**src/mii_consts.svh**
```systemverilog
// timing, field and reset constants of the multiply/divide issue interlock
`ifndef MII_CONSTS_SVH
`define MII_CONSTS_SVH
`define MII_CLK_PERIOD_NS 8
`define MII_GPR_MDU_DELAY 3'h4
`define MII_GPR_DSP_DELAY 3'h1
`define MII_GPR_NONE 3'h0
`define MII_ACC_MAC_WAIT 2'h1
`define MII_ACC_SHIFT_WAIT 2'h3
`define MII_ACC_NONE 2'h0
`define MII_DIV_LAT_8 6'h07
`define MII_DIV_LAT_16 6'h0f
`define MII_DIV_LAT_24 6'h17
`define MII_DIV_LAT_32 6'h1f
`define MII_DIV_SIGNED_EXTRA 6'h02
`define MII_OUFLAG_DEPTH 3'h5
`define MII_POS_LIMIT 6'h20
`define MII_CTL_POS_LSB 0
`define MII_CTL_POS_MSB 5
`define MII_CTL_CARRY_BIT 13
`define MII_CTL_COND_LSB 24
`define MII_CTL_COND_MSB 27
`define MII_POS_RESET 6'h00
`define MII_COND_RESET 4'h0
`define MII_BASE_PAIR 2'h0
`define MII_GPR_ZERO 5'h00
`define MII_ASC_CARRY_BIT 0
`define MII_CMP_COND_LSB 0
`define MII_CMP_COND_MSB 3
`endif

```
**src/mii_pkg.sv**
```systemverilog
// types shared by the multiply/divide issue interlock
package mii_pkg;
    typedef enum logic [4:0] {
        OP_NONE,
        OP_ALU,
        OP_ALU_DSP,
        OP_PRODUCT_TO_REGISTER,
        OP_PRODUCT_TO_PAIR,
        OP_ACCUMULATE,
        OP_ACCUMULATE_SAT,
        OP_READ_HALF,
        OP_WRITE_HALF,
        OP_ACCUMULATOR_SHIFT,
        OP_ACCUMULATOR_EXTRACT,
        OP_ACCUMULATOR_SHIFT_INSERT,
        OP_SIGNED_QUOTIENT,
        OP_UNSIGNED_QUOTIENT,
        OP_INDEXED_LOAD,
        OP_POSITION_TEST_BRANCH,
        OP_CONTROL_REGISTER_READ,
        OP_CONTROL_REGISTER_WRITE,
        OP_ADD_SETTING_CARRY,
        OP_ADD_WITH_CARRY,
        OP_VECTOR_COMPARE,
        OP_CONDITIONAL_SELECT,
        OP_VARIABLE_INSERT
    } mii_op_t;

    typedef struct packed {
        mii_op_t op;
        logic [1:0] acc;
        logic [4:0] dest;
        logic [4:0] src_a;
        logic [4:0] src_b;
        logic [31:0] operand;
    } mii_instr_t;

    typedef struct packed {
        logic [5:0] pos;
        logic carry;
        logic [3:0] cond;
    } mii_ctl_t;

    typedef struct packed {
        logic ready;
        logic go;
        mii_op_t op;
        logic branch_taken;
        mii_ctl_t ctl;
    } mii_out_t;

    typedef struct packed {
        logic head_v;
        mii_instr_t head;
        logic port_busy;
        logic [31:0][2:0] gpr_cnt;
        logic [3:0][1:0] mac_cnt;
        logic [3:0][1:0] rd_cnt;
        logic [3:0][1:0] sh_cnt;
        logic [5:0] div_cnt;
        logic [2:0] ouflag_cnt;
        mii_ctl_t ctl_ex;
        mii_ctl_t ctl_ms;
        mii_out_t out;
    } mii_state_t;
endpackage
```
**src/mii_issue_interlock.sv**
```systemverilog
// issue and stall control of the multiply/divide unit
//
// Functional notes
// - new multiply may enter every cycle
// - divide one bit per clock, early-in skip
// - base pair access waits for pending divide write
// - register multiply ignores pending divide
// - multiply then accumulate or read: no stall
// - register result of multiply/read: 4 cycles
// - unsigned divide read: 7/15/23/31 cycles
// - signed divide read: 9/17/25/33 cycles
// - half write: accumulate waits 1, read 0
// - back-to-back accumulates repeat every cycle
// - register multiplies wait for write port
// - four accumulator pairs, all in this unit
// - position branch uses control position field
// - indexed loads check index and base
// - dsp alu register result: 1 cycle
// - saturating accumulate delays next by 1
// - shift/extract/insert wait 3 after write
// - delays per pair, shrink each cycle
// - repeat 1, or 2 after saturating
// - control fields staged in execute, memory
// - control read waits for late flag writers
// - carry, compare, control write: zero delay
`timescale 1ns/10ps
`include "mii_consts.svh"

module mii_issue_interlock (
    // clock and reset
    input wire logic ref_clk,
    input wire logic rstn,
    // instruction from the integer issue stage
    input wire logic in_valid,
    input wire mii_pkg::mii_instr_t in_instr,
    // register file write port taken by integer instructions
    input wire logic wr_port_busy,
    // answer to the issue stage
    output mii_pkg::mii_out_t out
);

    mii_pkg::mii_state_t st_r;
    mii_pkg::mii_state_t st_nxt;

    function automatic logic [2:0] max3(input logic [2:0] a,
                                        input logic [2:0] b);
        max3 = (a > b) ? a : b;
    endfunction

    function automatic logic [1:0] max2(input logic [1:0] a,
                                        input logic [1:0] b);
        max2 = (a > b) ? a : b;
    endfunction

    // early-in: count bytes of the magnitude that carry information
    function automatic logic [5:0] div_stall(input logic [31:0] dividend,
                                             input logic is_signed);
        logic [31:0] mag;
        logic [5:0] lat;
        mag = (is_signed && dividend[31]) ? (32'h0 - dividend) : dividend;
        if (mag[31:8] == 24'h0) begin
            lat = `MII_DIV_LAT_8;
        end else if (mag[31:16] == 16'h0) begin
            lat = `MII_DIV_LAT_16;
        end else if (mag[31:24] == 8'h0) begin
            lat = `MII_DIV_LAT_24;
        end else begin
            lat = `MII_DIV_LAT_32;
        end
        // sign adjust costs the signed form two more cycles
        div_stall = is_signed ? lat + `MII_DIV_SIGNED_EXTRA : lat;
    endfunction

    function automatic logic gpr_busy(input mii_pkg::mii_state_t s,
                                      input logic [4:0] r);
        gpr_busy = (r != `MII_GPR_ZERO) && (s.gpr_cnt[r] != `MII_GPR_NONE);
    endfunction

    // true while the held instruction must not issue
    function automatic logic hazard(input mii_pkg::mii_state_t s);
        mii_pkg::mii_instr_t h;
        logic hz;
        logic div_pair;
        h = s.head;
        hz = 1'b0;
        // divider results land in the base pair only
        div_pair = (s.div_cnt != 6'h0) && (h.acc == `MII_BASE_PAIR);
        // both sources checked, covers indexed loads
        if (gpr_busy(s, h.src_a) || gpr_busy(s, h.src_b)) begin
            hz = 1'b1;
        end
        case (h.op)
            mii_pkg::OP_PRODUCT_TO_REGISTER: begin
                // no pair access, divide may still be running
                if (s.port_busy) begin
                    hz = 1'b1;
                end
            end
            mii_pkg::OP_ACCUMULATE,
            mii_pkg::OP_ACCUMULATE_SAT: begin
                if (s.mac_cnt[h.acc] != `MII_ACC_NONE || div_pair) begin
                    hz = 1'b1;
                end
            end
            mii_pkg::OP_READ_HALF: begin
                if (s.rd_cnt[h.acc] != `MII_ACC_NONE || div_pair) begin
                    hz = 1'b1;
                end
            end
            mii_pkg::OP_ACCUMULATOR_SHIFT,
            mii_pkg::OP_ACCUMULATOR_EXTRACT,
            mii_pkg::OP_ACCUMULATOR_SHIFT_INSERT: begin
                if (s.sh_cnt[h.acc] != `MII_ACC_NONE || div_pair) begin
                    hz = 1'b1;
                end
            end
            mii_pkg::OP_PRODUCT_TO_PAIR,
            mii_pkg::OP_WRITE_HALF: begin
                if (div_pair) begin
                    hz = 1'b1;
                end
            end
            mii_pkg::OP_SIGNED_QUOTIENT,
            mii_pkg::OP_UNSIGNED_QUOTIENT: begin
                // one divider: a second divide waits for the first
                if (s.div_cnt != 6'h0) begin
                    hz = 1'b1;
                end
            end
            mii_pkg::OP_CONTROL_REGISTER_READ: begin
                if (s.ouflag_cnt != 3'h0) begin
                    hz = 1'b1;
                end
            end
            default: begin
            end
        endcase
        hazard = hz;
    endfunction

    // multiply unit operations that may set overflow flags late
    function automatic logic late_flag(input mii_pkg::mii_op_t op);
        case (op)
            mii_pkg::OP_PRODUCT_TO_REGISTER,
            mii_pkg::OP_PRODUCT_TO_PAIR,
            mii_pkg::OP_ACCUMULATE,
            mii_pkg::OP_ACCUMULATE_SAT,
            mii_pkg::OP_ACCUMULATOR_SHIFT,
            mii_pkg::OP_ACCUMULATOR_EXTRACT,
            mii_pkg::OP_ACCUMULATOR_SHIFT_INSERT: late_flag = 1'b1;
            default: late_flag = 1'b0;
        endcase
    endfunction

    always_comb begin
        mii_pkg::mii_instr_t h;
        logic go;
        logic [2:0] gset;
        logic [1:0] mset;
        logic wr_acc;
        st_nxt = st_r;
        h = st_r.head;
        go = st_r.head_v && !hazard(st_r);
        gset = `MII_GPR_NONE;
        mset = `MII_ACC_NONE;
        wr_acc = 1'b0;

        // every countdown shrinks each cycle, intervening ones count
        for (int i = 0; i < 32; i++) begin
            if (st_r.gpr_cnt[i] != `MII_GPR_NONE) begin
                st_nxt.gpr_cnt[i] = st_r.gpr_cnt[i] - 3'h1;
            end
        end
        for (int i = 0; i < 4; i++) begin
            if (st_r.mac_cnt[i] != `MII_ACC_NONE) begin
                st_nxt.mac_cnt[i] = st_r.mac_cnt[i] - 2'h1;
            end
            if (st_r.rd_cnt[i] != `MII_ACC_NONE) begin
                st_nxt.rd_cnt[i] = st_r.rd_cnt[i] - 2'h1;
            end
            if (st_r.sh_cnt[i] != `MII_ACC_NONE) begin
                st_nxt.sh_cnt[i] = st_r.sh_cnt[i] - 2'h1;
            end
        end
        // reaches zero once the divider is sure to win the pair
        if (st_r.div_cnt != 6'h0) begin
            st_nxt.div_cnt = st_r.div_cnt - 6'h1;
        end
        // late flag writers still in the multiply pipe
        if (st_r.ouflag_cnt != 3'h0) begin
            st_nxt.ouflag_cnt = st_r.ouflag_cnt - 3'h1;
        end
        st_nxt.ctl_ms = st_r.ctl_ex;
        // port contention seen a cycle late: costs one issue slot
        st_nxt.port_busy = wr_port_busy;

        if (go) begin
            case (h.op)
                mii_pkg::OP_PRODUCT_TO_REGISTER,
                mii_pkg::OP_READ_HALF: begin
                    gset = `MII_GPR_MDU_DELAY;
                end
                mii_pkg::OP_ACCUMULATOR_EXTRACT: begin
                    gset = `MII_GPR_MDU_DELAY;
                    wr_acc = 1'b1;
                end
                mii_pkg::OP_PRODUCT_TO_PAIR,
                mii_pkg::OP_ACCUMULATE: begin
                    // third stage result fed back, no accumulate wait
                    wr_acc = 1'b1;
                end
                mii_pkg::OP_ACCUMULATE_SAT: begin
                    mset = `MII_ACC_MAC_WAIT;
                    wr_acc = 1'b1;
                end
                mii_pkg::OP_WRITE_HALF,
                mii_pkg::OP_ACCUMULATOR_SHIFT,
                mii_pkg::OP_ACCUMULATOR_SHIFT_INSERT: begin
                    mset = `MII_ACC_MAC_WAIT;
                    wr_acc = 1'b1;
                end
                mii_pkg::OP_SIGNED_QUOTIENT: begin
                    st_nxt.div_cnt = div_stall(h.operand, 1'b1);
                end
                mii_pkg::OP_UNSIGNED_QUOTIENT: begin
                    st_nxt.div_cnt = div_stall(h.operand, 1'b0);
                end
                mii_pkg::OP_ALU_DSP,
                mii_pkg::OP_ADD_WITH_CARRY,
                mii_pkg::OP_CONDITIONAL_SELECT,
                mii_pkg::OP_VARIABLE_INSERT: begin
                    gset = `MII_GPR_DSP_DELAY;
                end
                mii_pkg::OP_ADD_SETTING_CARRY: begin
                    gset = `MII_GPR_DSP_DELAY;
                    st_nxt.ctl_ex.carry =
                        h.operand[`MII_ASC_CARRY_BIT];
                end
                mii_pkg::OP_VECTOR_COMPARE: begin
                    st_nxt.ctl_ex.cond =
                        h.operand[`MII_CMP_COND_MSB:`MII_CMP_COND_LSB];
                end
                mii_pkg::OP_CONTROL_REGISTER_WRITE: begin
                    st_nxt.ctl_ex.pos =
                        h.operand[`MII_CTL_POS_MSB:`MII_CTL_POS_LSB];
                    st_nxt.ctl_ex.carry = h.operand[`MII_CTL_CARRY_BIT];
                    st_nxt.ctl_ex.cond =
                        h.operand[`MII_CTL_COND_MSB:`MII_CTL_COND_LSB];
                end
                default: begin
                end
            endcase
            // register zero never carries a result
            if (gset != `MII_GPR_NONE && h.dest != `MII_GPR_ZERO) begin
                st_nxt.gpr_cnt[h.dest] =
                    max3(st_nxt.gpr_cnt[h.dest], gset);
            end
            // per pair: other pairs untouched
            if (wr_acc) begin
                st_nxt.mac_cnt[h.acc] =
                    max2(st_nxt.mac_cnt[h.acc], mset);
                st_nxt.sh_cnt[h.acc] = `MII_ACC_SHIFT_WAIT;
            end
            // conservative: every multiply, accumulate and accumulator shift op may touch the flags
            if (late_flag(h.op)) begin
                st_nxt.ouflag_cnt = `MII_OUFLAG_DEPTH;
            end
        end

        // head refills when empty or leaving this cycle
        if (!st_r.head_v || go) begin
            st_nxt.head_v = in_valid;
            st_nxt.head = in_instr;
        end

        st_nxt.out.go = go;
        st_nxt.out.op = go ? h.op : mii_pkg::OP_NONE;
        // branch decided on newest position, as an ordinary branch
        st_nxt.out.branch_taken = go &&
            (h.op == mii_pkg::OP_POSITION_TEST_BRANCH) &&
            (st_r.ctl_ex.pos >= `MII_POS_LIMIT);
        // shows the newest fields, as the next instruction sees them
        st_nxt.out.ctl = st_nxt.ctl_ex;
        // ready looks ahead so the issue stage never overruns the head
        st_nxt.out.ready = !(st_nxt.head_v && hazard(st_nxt));
    end

    // sync reset clears the struct, then sets the idle levels
    always_ff @(posedge ref_clk) begin
        if (!rstn) begin
            st_r <= '0;
            st_r.ctl_ex.pos <= `MII_POS_RESET;
            st_r.ctl_ex.cond <= `MII_COND_RESET;
            st_r.ctl_ms.pos <= `MII_POS_RESET;
            st_r.out.ready <= 1'b1;
            st_r.out.op <= mii_pkg::OP_NONE;
            st_r.head.op <= mii_pkg::OP_NONE;
        end else begin
            st_r <= st_nxt;
        end
    end

    assign out = st_r.out;

endmodule // mii_issue_interlock

```
**config.mk**
```make
export PLATFORM = sky130hd
export DESIGN_NAME = mii_issue_interlock
export DESIGN_NICKNAME = d
export VERILOG_FILES = /design/src/mii_pkg.sv /design/src/mii_issue_interlock.sv
export VERILOG_INCLUDE_DIRS = /design/src
export SDC_FILE = /design/constraint.sdc
export NUM_CORES = 1
export LEC_CHECK = 0
export BUFFER_PORTS_ARGS = -buffer_cell sky130_fd_sc_hd__buf_2
export CORE_MARGIN = 5
export CORE_UTILIZATION = 30
export CTS_BUF_LIST = sky130_fd_sc_hd__clkbuf_8
export CTS_CLUSTER_DIAMETER = 30
export DETAILED_ROUTE_END_ITERATION = 12
export GPL_ROUTABILITY_DRIVEN = 0
export PLACE_DENSITY = 0.58
export SLEW_MARGIN = 40
export SYNTH_ARGS = -nofsm -noshare
export SYNTH_HDL_FRONTEND = slang
export SYNTH_SLANG_ARGS = --single-unit
```
**constraint.sdc**
```tcl
create_clock -name ref_clk -period 4.2 [get_ports ref_clk]
set_input_delay 0.42 -clock ref_clk [delete_from_list [all_inputs] [get_ports ref_clk]]
set_output_delay 0.42 -clock ref_clk [all_outputs]
set_load 0.01 [all_outputs]
```
==> metrics.yaml <==
r2r-start: "st_r[152]$_SDFF_PN0_"
synth_edf_count: 0
nets: 2686
first_iter_violations: 1787
min_path_cells: 2
netlist_area_mm2: 0.01538
finClkSkew_ns: 0.05955
maxSlewHeadroom: 0.4163
dieArea_mm2: 0.05591
r2r-end: "out[18]$_SDFF_PN1_"
slowest_stage: "or4_1"
cts_root_buf: "clkbuf_8"
initial_utilization: 0.3011
min_to: "st_r[170]$_SDFF_PN0_"
worstHoldStart: "wr_port_busy"
synth_mux_area_frac: 0.1132
drc_errors: 0
synthXorXnorAreaFrac: 0.02562
io_buffers: 76
antenna_found_initial: 1
cts.path.max_buffers: 3
multi_input_area_mm2: 0.01086
cts_tree: "yes"
ys_ff_latch: 204
finalSetupViolCount: 1
p_leak_uw: 0.009391
cp-start-kind: "flip-flop"
via_count: 17700
cts.sinks: 204
die_x_um: 236.5
maxCapViolCount: 0
layout-drive-gt1-share: 0.3242
worst_slack_ns: -0.1853
place_area_mm2: 0.01959
ff2ff_setup_slack_ns: -0.19
max_freq_mhz: 228.0
cts-buffers-inserted: 54
fillers: 5120
synth-adder-area-share: 0.05693
finalCritPeriodShare: 1.044
cts.clk_slew.worst_paths_ns: 0.06
fin_crit_ns: 4.385
ir_drop_mv: 0.4490
power.density_mw_per_mm2: 892.2
wl_met2_um: 27880
async_flop_share: 0
hold_viol: 0
grt_pass1_vias: 17400
syn_to_final_growth_pct: 42.42
postSynthAreaPerCell_um2: 7.527
crit_required_ns: 4.79
worstMarginPinSlew_ns: 0.8697
cpMostUsedCell: "mux2i_1"
cp.arrival_ns: 4.97
num_io_pins: 77
syn_inst: 2044
synth_compound_area_frac: 0.1997
routed_wl_um: 62490
ys_types: 87
finalPower_uw: 19550
yosys.area_share.simple: 0.2743
route.met3.wl_um: 5385
pre_cts_ws_ns: -0.4155
synth_top_family_by_area: "simple AND/OR/NAND/NOR gates"
violations: "setup timing"
hpwl_um: 47460
r2r_cells: 21
drv_slew: 0
grt_max_degree: 96
final_common_cell: "buf_4"
critPathKind: "flip-flop to flip-flop"
antenna_left: 0
synth_warnings: 0
stdcell_area_mm2: 0.02191
crit_chain: "inv_2 -> ha_2 -> nor3b_2 -> a21oi_1 -> mux2i_1 -> o311ai_1 -> nor4_1 -> o2111a_2 -> ha_4 -> a21oi_4 -> a21o_1 -> o31ai_2 -> mux2i_2 -> buf_6 -> mux2i_1 -> mux2i_1 -> a21oi_1 -> nor2_1 -> or4_1 -> a311oi_1 -> o32a_1"
drt-pass1-iter-count: 6
final_cell_mix: "buf_4, nor2_1, nand2_1"
grt_use_total: 0.2141
core-area_mm2: 0.05109
outcome: "finished with violations"
utilization: 0.4288
holdCritPathClass: "input port to flip-flop"
top_layer: "met4"
endpoint_kind: "flip-flop"
grt_pass1_wl_um: 96970
fp.dieH_um: 236.5
cp_max_fo: 7
clk_latency_ns: 0.66
drt-met1-wl_um: 25310
grt_overflow: 0
crit_path_max_incr_delay_ns: 0.55
synth_nets: 2172
register_area_mm2: 0.004098
ys.flop_type: "dfxtp_1"
htreeDepth: 2
rsz0062_at_grt: "yes"
routedWlPerCell_um: 19.03
rows: 83
routed_via_density: 5.389
ys_seq_area_frac: 0.2655
[layout make-up]
| class | instances | area share |
|---|---|---|
| tap | 680 | 0.03883 |
| inverter | 92 | 0.01599 |
| clock buffer | 63 | 0.03957 |
| timing repair buffer | 598 | 0.2041 |
| multi-input combinational | 1608 | 0.4957 |
| clock inverter | 38 | 0.01862 |
| antenna | 1 | 0.0001142 |
| sequential | 204 | 0.1870 |
[metal layers]
| layer | global-route usage | up-vias |
|---|---|---|
| met5 | 0 | - |
| li1 | - | 8382 |
| met4 | 0.1128 | 0 |
| met1 | 0.2710 | 8260 |
| met2 | 0.3456 | 834 |
| met3 | 0.04181 | 223 |
[stage by stage]
step | setup TNS [ns] | instances | hold slack, ns
floorplan | 0 | 2044 | 0.3955
finish | -0.1853 | 3284 | 0.05126
CTS | -0.09461 | 3283 | 0.0007555
detailed placement | -0.4155 | 3131 | 0.4148
global route | -0.4265 | 3283 | 0.01247
global placement | -0.3981 | 3131 | 0.4076
[flip-flops by register name, summed over array words and instances, names as in the netlist]
signal	count
out	19
st_r	185
[how the worst max path moves through the flow]
| stage | from | to | cells after the start |
|---|---|---|---|
| 2_1_floorplan | st_r[213]$_SDFFE_PN0P_ | out[18]$_SDFF_PN1_ | 21 |
| 3_3_place_gp | st_r[143]$_SDFF_PN0_ | out[18]$_SDFF_PN1_ | 18 |
| 3_5_place_dp | st_r[143]$_SDFF_PN0_ | out[18]$_SDFF_PN1_ | 18 |
| 4_1_cts | st_r[125]$_SDFF_PN0_ | out[18]$_SDFF_PN1_ | 18 |
| 5_1_grt | st_r[134]$_SDFF_PN0_ | out[18]$_SDFF_PN1_ | 21 |
| 6_report | st_r[152]$_SDFF_PN0_ | out[18]$_SDFF_PN1_ | 21 |
[repair_timing]
item / 4_1_cts / 5_1_grt
gates resized for setup: 119 / 1
pin swaps: 47 / 0
cloned: 1 / 0
setup endpoints to repair: 1 / 1
hold buffers: 32 / 0
setup buffers: 18 / 0
endpoints found under the hold margin: 32 / 0
[cells in the mapped netlist, types with 11 or more instances]
cell type	number	area share
o22ai_1	13	0.0053
o31ai_1	15	0.0073
nor2b_1	21	0.0085
and2_1	19	0.0077
nor3_1	94	0.031
o32ai_1	13	0.0074
clkbuf_1	85	0.021
or3_1	28	0.011
ha_1	70	0.057
inv_1	91	0.022
xnor2_1	41	0.023
nand2_1	207	0.051
nand3_1	36	0.012
a211oi_1	60	0.029
o21ai_0	75	0.024
nor2_1	278	0.068
mux2i_1	120	0.078
o211ai_1	21	0.010
dfxtp_1	204	0.27
buf_2	22	0.0072
or2_2	13	0.0053
nor4_1	19	0.0077
mux2_2	42	0.031
a21oi_1	142	0.046
nand2b_1	54	0.022
nor3b_1	18	0.0088
buf_4	20	0.0098
a31oi_1	11	0.0045
nand4_1	19	0.0077
or4_1	11	0.0054
[logic make-up (layout without fill, tap and decap cells)]
family,count (synthesis),after routing
mux,165,165
simple gates,867,867
xor+xnor,45,45
other cells,0,1
flops,204,204
buf+inv,232,791
compound gates,461,461
fa+ha+maj,70,70
[power breakdown]
group	switching [uW]	internal, uW
logic	7280	6400
registers	454	2480
clock network	1150	1780
[critical path: cells and delay by family, from the launching register on]
kind                       cells  cell delay (ns)
adders and majority gates      2             0.42
muxes                          4             0.78
buffers and inverters          2             0.25
AOI/OAI and AO/OA              9             1.47
DFF                            1             0.32
and+or+nand+nor                4             1.07
No activity file was read; power rests on OpenSTA's default activity.
